[src/pbl_pkg.sv]
`default_nettype none
package pbl_pkg;
	// Pll ratio settings per mode pin pair
	localparam logic [1:0] MODE_R40 = 2'h0;
	localparam logic [1:0] MODE_R4 = 2'h1;
	localparam logic [1:0] MODE_R8 = 2'h2;
	localparam logic [1:0] MODE_R16 = 2'h3;
	localparam logic [11:0] MULT_R40 = 12'h09F;
	localparam logic [11:0] MULT_R16 = 12'h03F;
	localparam logic [11:0] MULT_R8 = 12'h01F;
	localparam logic [11:0] MULT_R4 = 12'h00F;
	localparam logic [2:0] BOOT_OUT_DIV = 3'h1;
	localparam logic [5:0] BOOT_IN_SCALE = 6'h00;
	localparam int SEC_BOOT_BIT = 5;
	localparam logic [31:0] CRC_BYPASS = 32'h0D15AB1E;
	localparam logic [31:0] CRC_POLY = 32'hEDB88320;
	localparam logic [31:0] CRC_INIT = 32'hFFFFFFFF;
	localparam logic [15:0] OTP_START = 16'h0000;
	localparam logic [17:0] RAM_BASE = 18'h00000;
	// Internal reset sequence after release, least figure
	localparam int RST_SEQ_NS = 15000;
	localparam int CLK_PERIOD_NS = 10;
	localparam int RST_SEQ_CYC = (RST_SEQ_NS + CLK_PERIOD_NS - 1) / CLK_PERIOD_NS;
	typedef enum logic [3:0] {
		PBL_SEQ, PBL_SECREQ, PBL_SECWAIT, PBL_LEN, PBL_PROG, PBL_CRC,
		PBL_CHECK, PBL_RUN, PBL_FAIL
	} pbl_state_t;
endpackage : pbl_pkg
`default_nettype wire

[src/pbl_crc_byte.sv]
`timescale 1ns/1ps
`default_nettype none
module pbl_crc_byte (
	input wire logic [31:0] crc_in,
	input wire logic [7:0] data,
	output logic [31:0] crc_out
);
	import pbl_pkg::*;
	always_comb begin
		logic [31:0] c;
		c = crc_in ^ {24'h000000, data};
		for (int i = 0; i < 8; i++) begin
			c = c[0] ? ((c >> 1) ^ CRC_POLY) : (c >> 1);
		end
		crc_out = c;
	end
endmodule : pbl_crc_byte
`default_nettype wire

[src/pbl_loader.sv]
// Notes on behaviour
// - Mode pins select boot multiplier 159/63/31/15, output divide 1, in scale 0.
// - Tile clock is osc times (mult+1)/2 over (scale+1) over (divide+1).
// - Software may rewrite the three PLL values at run time.
// - While reset is low, tile held in reset and GPIO pull-downs on.
// - Boot begins 15 to 150 us after reset release.
// - Security bit 5 set boots from OTP, else from flash.
// - Image is word count, count times four bytes, then CRC word.
// - CRC field 0x0D15AB1E skips the check.
// - Count and CRC fields arrive least significant byte first.
// - Program bytes go to RAM from lowest address; run starts there.
// - CRC covers count bytes and program bytes, not the CRC field.
// - CRC uses reflected polynomial 0xEDB88320.
// - PLL output feeds switch, tile and reference clocks.
// - Secure boot loads from OTP address 0, bypassing boot ROM.
// - Security register loaded from OTP in the same cycle as the source is chosen.
`timescale 1ns/1ps
`default_nettype none
module pbl_loader #(
	parameter int RST_SEQ = pbl_pkg::RST_SEQ_CYC
) (
	input wire logic core_clk,
	input wire logic rst_n,
	input wire logic [1:0] mode_pin,
	// Run-time PLL write
	input wire logic pll_wr,
	input wire logic [11:0] pll_mult_wdata,
	input wire logic [5:0] pll_scale_wdata,
	input wire logic [2:0] pll_div_wdata,
	output logic [11:0] loop_multiplier,
	output logic [5:0] in_scale,
	output logic [2:0] output_divide,
	output logic gpio_pulldown,
	output logic tile_reset_n,
	// Security word from OTP
	output logic sec_rd_req,
	input wire logic sec_rd_valid,
	input wire logic [31:0] sec_rd_data,
	output logic [31:0] security_word,
	// Byte source selection and stream
	output logic src_otp,
	output logic [15:0] otp_start_addr,
	output logic src_ready,
	input wire logic src_valid,
	input wire logic [7:0] src_byte,
	// RAM write port
	output logic ram_we,
	output logic [17:0] ram_addr,
	output logic [7:0] ram_wdata,
	output logic run,
	output logic [17:0] run_addr,
	output logic boot_fail
);
	import pbl_pkg::*;
	logic [1:0] mode_s1_q, mode_s2_q;
	pbl_state_t state_q;
	logic [$clog2(RST_SEQ+1)-1:0] seq_q;
	logic [1:0] bcnt_q;
	logic [31:0] word_q, count_q, crc_q, crc_nx;
	logic [31:0] left_q;
	logic take;
	logic [31:0] wnext;

	assign take = src_ready && src_valid;
	assign wnext = {src_byte, word_q[31:8]};
	assign src_ready = (state_q == PBL_LEN) || (state_q == PBL_PROG) || (state_q == PBL_CRC);
	assign gpio_pulldown = ~rst_n;
	assign sec_rd_req = (state_q == PBL_SECREQ);
	assign otp_start_addr = OTP_START;
	assign run_addr = RAM_BASE;

	pbl_crc_byte u_crc (
		.crc_in(crc_q),
		.data(src_byte),
		.crc_out(crc_nx)
	);

	always_ff @(posedge core_clk or negedge rst_n) begin
		if (!rst_n) begin
			mode_s1_q <= 2'h0;
			mode_s2_q <= 2'h0;
		end else begin
			mode_s1_q <= mode_pin;
			mode_s2_q <= mode_s1_q;
		end
	end

	// PLL values: boot table from mode pins, then software writes
	always_ff @(posedge core_clk or negedge rst_n) begin
		if (!rst_n) begin
			loop_multiplier <= MULT_R40;
			in_scale <= BOOT_IN_SCALE;
			output_divide <= BOOT_OUT_DIV;
		end else if (state_q == PBL_SEQ) begin
			case (mode_s2_q)
				MODE_R40: loop_multiplier <= MULT_R40;
				MODE_R16: loop_multiplier <= MULT_R16;
				MODE_R8: loop_multiplier <= MULT_R8;
				default: loop_multiplier <= MULT_R4;
			endcase
			in_scale <= BOOT_IN_SCALE;
			output_divide <= BOOT_OUT_DIV;
		end else if (pll_wr) begin
			loop_multiplier <= pll_mult_wdata;
			in_scale <= pll_scale_wdata;
			output_divide <= pll_div_wdata;
		end
	end

	always_ff @(posedge core_clk or negedge rst_n) begin
		if (!rst_n) begin
			seq_q <= '0;
		end else if (state_q == PBL_SEQ) begin
			seq_q <= seq_q + 1'b1;
		end
	end

	always_ff @(posedge core_clk or negedge rst_n) begin
		if (!rst_n) begin
			security_word <= 32'h00000000;
			src_otp <= 1'b0;
		end else if (state_q == PBL_SECWAIT && sec_rd_valid) begin
			security_word <= sec_rd_data;
			src_otp <= sec_rd_data[SEC_BOOT_BIT];
		end
	end

	always_ff @(posedge core_clk or negedge rst_n) begin
		if (!rst_n) begin
			state_q <= PBL_SEQ;
			bcnt_q <= 2'h0;
			word_q <= 32'h00000000;
			count_q <= 32'h00000000;
			left_q <= 32'h00000000;
			crc_q <= CRC_INIT;
		end else begin
			case (state_q)
				PBL_SEQ: begin
					if (seq_q == ($clog2(RST_SEQ+1))'(RST_SEQ - 1)) begin
						state_q <= PBL_SECREQ;
					end
				end
				PBL_SECREQ: state_q <= PBL_SECWAIT;
				PBL_SECWAIT: begin
					if (sec_rd_valid) begin
						state_q <= PBL_LEN;
					end
				end
				PBL_LEN, PBL_PROG, PBL_CRC: begin
					if (take) begin
						bcnt_q <= bcnt_q + 1'b1;
						word_q <= wnext;
						if (state_q != PBL_CRC) begin
							crc_q <= crc_nx;
						end
						if (state_q == PBL_PROG && bcnt_q == 2'h3) begin
							left_q <= left_q - 32'h1;
						end
						if (bcnt_q == 2'h3) begin
							if (state_q == PBL_LEN) begin
								count_q <= wnext;
								left_q <= wnext;
								state_q <= (wnext == 32'h0) ? PBL_CRC : PBL_PROG;
							end else if (state_q == PBL_PROG) begin
								if (left_q == 32'h1) begin
									state_q <= PBL_CRC;
								end
							end else begin
								state_q <= PBL_CHECK;
							end
						end
					end
				end
				PBL_CHECK: begin
					if (word_q == CRC_BYPASS || word_q == ~crc_q) begin
						state_q <= PBL_RUN;
					end else begin
						state_q <= PBL_FAIL;
					end
				end
				PBL_RUN: state_q <= PBL_RUN;
				PBL_FAIL: state_q <= PBL_FAIL;
				default: state_q <= PBL_FAIL;
			endcase
		end
	end

	// RAM write address walks up from the base
	always_ff @(posedge core_clk or negedge rst_n) begin
		if (!rst_n) begin
			ram_we <= 1'b0;
			ram_addr <= RAM_BASE;
			ram_wdata <= 8'h00;
		end else begin
			ram_we <= take && state_q == PBL_PROG;
			ram_wdata <= src_byte;
			if (ram_we) begin
				ram_addr <= ram_addr + 18'h00001;
			end
		end
	end

	always_ff @(posedge core_clk or negedge rst_n) begin
		if (!rst_n) begin
			run <= 1'b0;
			boot_fail <= 1'b0;
			tile_reset_n <= 1'b0;
		end else begin
			run <= (state_q == PBL_RUN);
			boot_fail <= (state_q == PBL_FAIL);
			tile_reset_n <= (state_q != PBL_SEQ);
		end
	end

	chk_boot_wait: assert property (@(posedge core_clk) disable iff (!rst_n)
		$fell(state_q == PBL_SEQ) |-> $past(seq_q) == ($clog2(RST_SEQ+1))'(RST_SEQ - 1))
		else $error("boot left reset sequence early");
	chk_bypass_run: assert property (@(posedge core_clk) disable iff (!rst_n)
		state_q == PBL_CHECK && word_q == CRC_BYPASS |=> state_q == PBL_RUN ##1 run)
		else $error("bypass value did not start program");
	chk_bad_crc: assert property (@(posedge core_clk) disable iff (!rst_n)
		state_q == PBL_CHECK && word_q != CRC_BYPASS && word_q != ~crc_q |=> ##1 !run [*3])
		else $error("bad crc started program");
	chk_src_pick: assert property (@(posedge core_clk) disable iff (!rst_n)
		state_q == PBL_SECWAIT && sec_rd_valid |=> src_otp == $past(sec_rd_data[SEC_BOOT_BIT]))
		else $error("boot source mismatch");
	chk_ram_order: assert property (@(posedge core_clk) disable iff (!rst_n)
		ram_we |=> ram_addr == $past(ram_addr) + 18'h00001)
		else $error("ram address not ascending");
	chk_mode_ratio: assert property (@(posedge core_clk) disable iff (!rst_n)
		state_q == PBL_SEQ && mode_s2_q == MODE_R8 |=> loop_multiplier == MULT_R8)
		else $error("boot multiplier wrong");
	chk_pll_write: assert property (@(posedge core_clk) disable iff (!rst_n)
		state_q != PBL_SEQ && pll_wr |=> output_divide == $past(pll_div_wdata))
		else $error("pll write lost");
	chk_crc_skip: assert property (@(posedge core_clk) disable iff (!rst_n)
		state_q == PBL_CRC && take |=> $stable(crc_q))
		else $error("crc field entered checksum");
	chk_pulldown: assert property (@(posedge core_clk)
		!rst_n |-> gpio_pulldown && !tile_reset_n && !run)
		else $error("pulldown missing in reset");
	cov_run: cover property (@(posedge core_clk) disable iff (!rst_n) $rose(run));
	cov_fail: cover property (@(posedge core_clk) disable iff (!rst_n) $rose(boot_fail));
	cov_otp: cover property (@(posedge core_clk) disable iff (!rst_n) src_otp && ram_we);
endmodule : pbl_loader
`default_nettype wire

[config.mk]
export PLATFORM = sky130hd
export DESIGN_NAME = pbl_loader
export DESIGN_NICKNAME = d
export VERILOG_FILES = /design/src/pbl_pkg.sv /design/src/pbl_crc_byte.sv /design/src/pbl_loader.sv
export SDC_FILE = /design/constraint.sdc
export NUM_CORES = 1
export LEC_CHECK = 0
export BUFFER_PORTS_ARGS = -buffer_cell sky130_fd_sc_hd__buf_2
export CORE_ASPECT_RATIO = 1.1
export CORE_MARGIN = 5
export CORE_UTILIZATION = 30
export DETAILED_ROUTE_END_ITERATION = 6
export GPL_TIMING_DRIVEN = 1
export HOLD_SLACK_MARGIN = 0.08
export MAX_ROUTING_LAYER = met4
export PLACE_DENSITY = 0.62
export SETUP_SLACK_MARGIN = 0.5
export SYNTH_ARGS = -nofsm -noshare
export SYNTH_HDL_FRONTEND = slang
export SYNTH_SLANG_ARGS = --single-unit
[constraint.sdc]
create_clock -name core_clk -period 2.4 [get_ports core_clk]
set_clock_uncertainty 0.05 [all_clocks]
set_input_delay 0.36 -clock core_clk [delete_from_list [all_inputs] [get_ports core_clk]]
set_output_delay 0.36 -clock core_clk [all_outputs]
set_load 0.02 [all_outputs]
==> metrics <==
worst-path fanout max 6; commonest non-fill, non-tap cell in the layout dfrtp_1; Syn Inst Count 974; share of cells above drive strength 1 roughly two fifths; # port buffers 154; most frequent cells in the layout dfrtp_1, buf_2, nand2_1; synth top area cells dfrtp_1, dfstp_2, nand2_1; Final Hold Fails 0; initial antenna violation count 0; dominant cell type by area after synthesis dfrtp_1; #FFs+latches synth 200; Primary FF master, synth dfrtp_1; IO Count between 150 and 200; DIE AREA 37300 um2; TritonRoute pass-1 iters 5; Layout Nets 1305; CTS Root Cell clkbuf_16; H-Tree Depth 4; post-route insts no fill 1677; critical path arrival ~2.6 ns; unrepaired setup endpoints after global routing yes; Final setup violation count 0; CTS tree built; number of DRC markers in iteration 0 775; Worst Setup End Kind register; HPWL after DPL 19.0 mm; gr usage total between 15 and 20%; Syn-to-layout area delta 37.2%; placer congestion estimate 0.846; max-slew violation count 0; synth unique cells 66; Antenna Nets Post-Route 0; placed insts ~1600; CTS max path bufs 2; VDD IR max 365 uV; period utilization 97.3%; die span in y 202 um; diode count 0; Yosys top cell area share 40.1%; Worst Tran Pin Value ~0.57 ns; Clock Sinks 200; Die W between 150 and 200 um; first-pass GRT wire length 44.5 mm; PwrDens 501 nW/um2; post-layout min period 2.33 ns; CTS buffer count 17; initial core utilization between 30% and 40%; Final Cell Area 13800 um2; Std-Cell Rows 70; leakage dissipation 6.73 nW; max cap viols 0; number of global-route vias before repair 8104; Setup CP Type reg2reg; Yosys warning total 0; CP required 2.68 ns; Highest Clock Rate 0.428 GHz; Post-Route WL 29.3 mm; Setup crit start kind register; GRT overflow 0; Syn Area/Cell 10.3 um2; vias per cell a little under 5; largest net degree at the start of global routing approximately 100; CTS clk-pin slew, worst paths 0.08 ns; post-synthesis sequential area ratio 50.3%; # DRC 0; Synth Cell Area 10000 um2; Avg WL per Cell roughly 17 um; run status finished clean; Slew headroom about 62%; core area 33200 um2; Clock Latency Late Sink 0.46 ns; Post-synth EDFFs 0; post-route setup TNS 0 ns; HP Class in2reg; Async SR Flop Fraction 100%; Vias 8321; DP Area 11700 um2
-- worst max-delay path, cell delays in order (launching register included) --
cell and delay [ns]:
dfrtp_1 0.38, or4_4 0.55, or4_4 0.52, nor3_2 0.24, buf_4 0.19, a31oi_1 0.11
o22a_1 0.21
-- power by group --
group | internal [mW] | switching (mW)
Combinational | 0.278 | 0.385
Sequential | 3.42 | 0.0186
Clock | 1.37 | 1.44
-- final cells by class --
type                    count  area [um2]
well taps                 432         541
inverters                  19        71.3
repair buffers            285        2260
multi-input cells         709        5290
flip-flops and latches    200        5060
fillers                  3147       19400
clock inverters            15         131
clock buffers              17         425
-- flip-flops by register name, indices dropped and copies added (netlist names), 3 cells and up --
register and count:
ram_wdata 8, ram_addr 18, left_q 32, in_scale 6
state_q 4, word_q 32, output_divide 3, crc_q 32
loop_multiplier 12, seq_q 11, security_word 32
-- synthesized netlist by cell type (2+ instances only) --
| cell type | instances |
|---|---|
| dfrtp_1 | 161 |
| nand2_1 | 152 |
| xnor2_1 | 64 |
| xor2_1 | 60 |
| nor2_1 | 56 |
| o21ai_0 | 43 |
| mux2_2 | 41 |
| dfstp_2 | 39 |
| buf_4 | 37 |
| clkbuf_1 | 34 |
| nand4_1 | 30 |
| a21oi_1 | 25 |
| nor4_1 | 22 |
| mux2i_1 | 21 |
| nand3_1 | 21 |
| nor3_1 | 21 |
| inv_1 | 18 |
| and3_1 | 14 |
| a22oi_1 | 10 |
| o22a_1 | 10 |
| o2bb2ai_1 | 9 |
| a31oi_1 | 8 |
| buf_1 | 6 |
| ha_1 | 5 |
| nor4bb_1 | 4 |
| nand2b_1 | 3 |
| o21a_1 | 3 |
| o32ai_1 | 3 |
| or3_1 | 3 |
| xnor3_1 | 3 |
| a211oi_1 | 2 |
| a21o_1 | 2 |
| a2bb2oi_1 | 2 |
| a41o_1 | 2 |
| and4_1 | 2 |
| buf_2 | 2 |
| nor3b_1 | 2 |
| nor4_4 | 2 |
| o211ai_1 | 2 |
| o22ai_1 | 2 |
| or4_1 | 2 |
| or4_4 | 2 |
-- path summary, 6_finish.rpt --
check | start | end | slack [ns] | cells after the start
min in group asynchronous | rst_n | crc_q[0]$_DFFE_PN1P_ | 0.44 | 2
worst max register to register | left_q[5]$_DFFE_PN0P_ | left_q[21]$_DFFE_PN0P_ | 0.07 | 6
worst min register to register | mode_s1_q[1]$_DFF_PN0_ | mode_s2_q[1]$_DFF_PN0_ | 0.30 | 0
max in group asynchronous | rst_n | loop_multiplier[4]$_DFFE_PN1P_ | 1.31 | 3
worst max-delay path | left_q[5]$_DFFE_PN0P_ | left_q[21]$_DFFE_PN0P_ | 0.07 | 6
worst min-delay path | sec_rd_data[3] | security_word[3]$_DFFE_PN0P_ | 0.09 | 2
-- kinds of logic after synthesis --
| group | count (synthesis) | share of synthesized area [%] |
|---|---|---|
| AND/OR/NAND/NOR | 345 | 16.7 |
| flip-flops | 200 | 50.3 |
| AO/OA/AOI/OAI | 133 | 8.70 |
| XOR/XNOR | 129 | 11.8 |
| buffers and inverters | 99 | 5.18 |
| multiplexers | 62 | 6.69 |
| adder cells (fa/ha/maj) | 5 | 0.623 |
| other | 1 | 0.0373 |
-- through the flow --
stage	utilization (%)	power, mW	hold WS (ns)	worst slack, ns
3_3_place_gp	35.1	4.11	0.267	0.0971
6_report	41.5	6.91	0.0929	0.0658
5_1_grt	41.5	7.20	0.0846	0.0181
2_1_floorplan	-	3.88	0.0144	0.118
3_5_place_dp	35.1	4.11	0.272	0.00921
4_1_cts	38.8	6.96	0.0806	0.0877
-- metal layers --
metal  track usage (%)  vias up  part of all wire, %
met5                 -        -                    0
met4              3.99        0                  2.3
met3              3.02       59                  7.5
met2              23.7      346                   48
met1              20.3     4092                   43
li1                  -     3824                    -
-- repair_timing --
item | in CTS | in global routing
gates resized for setup | 57 | 103
setup endpoints to repair | 46 | 118
endpoints found under the hold margin | 48 | 0
hold buffers | 12 | 0
buffers inserted | 13 | 35
cloned | 9 | 7
pin swaps | 11 | 46
(Power assumes the default switching activity.)
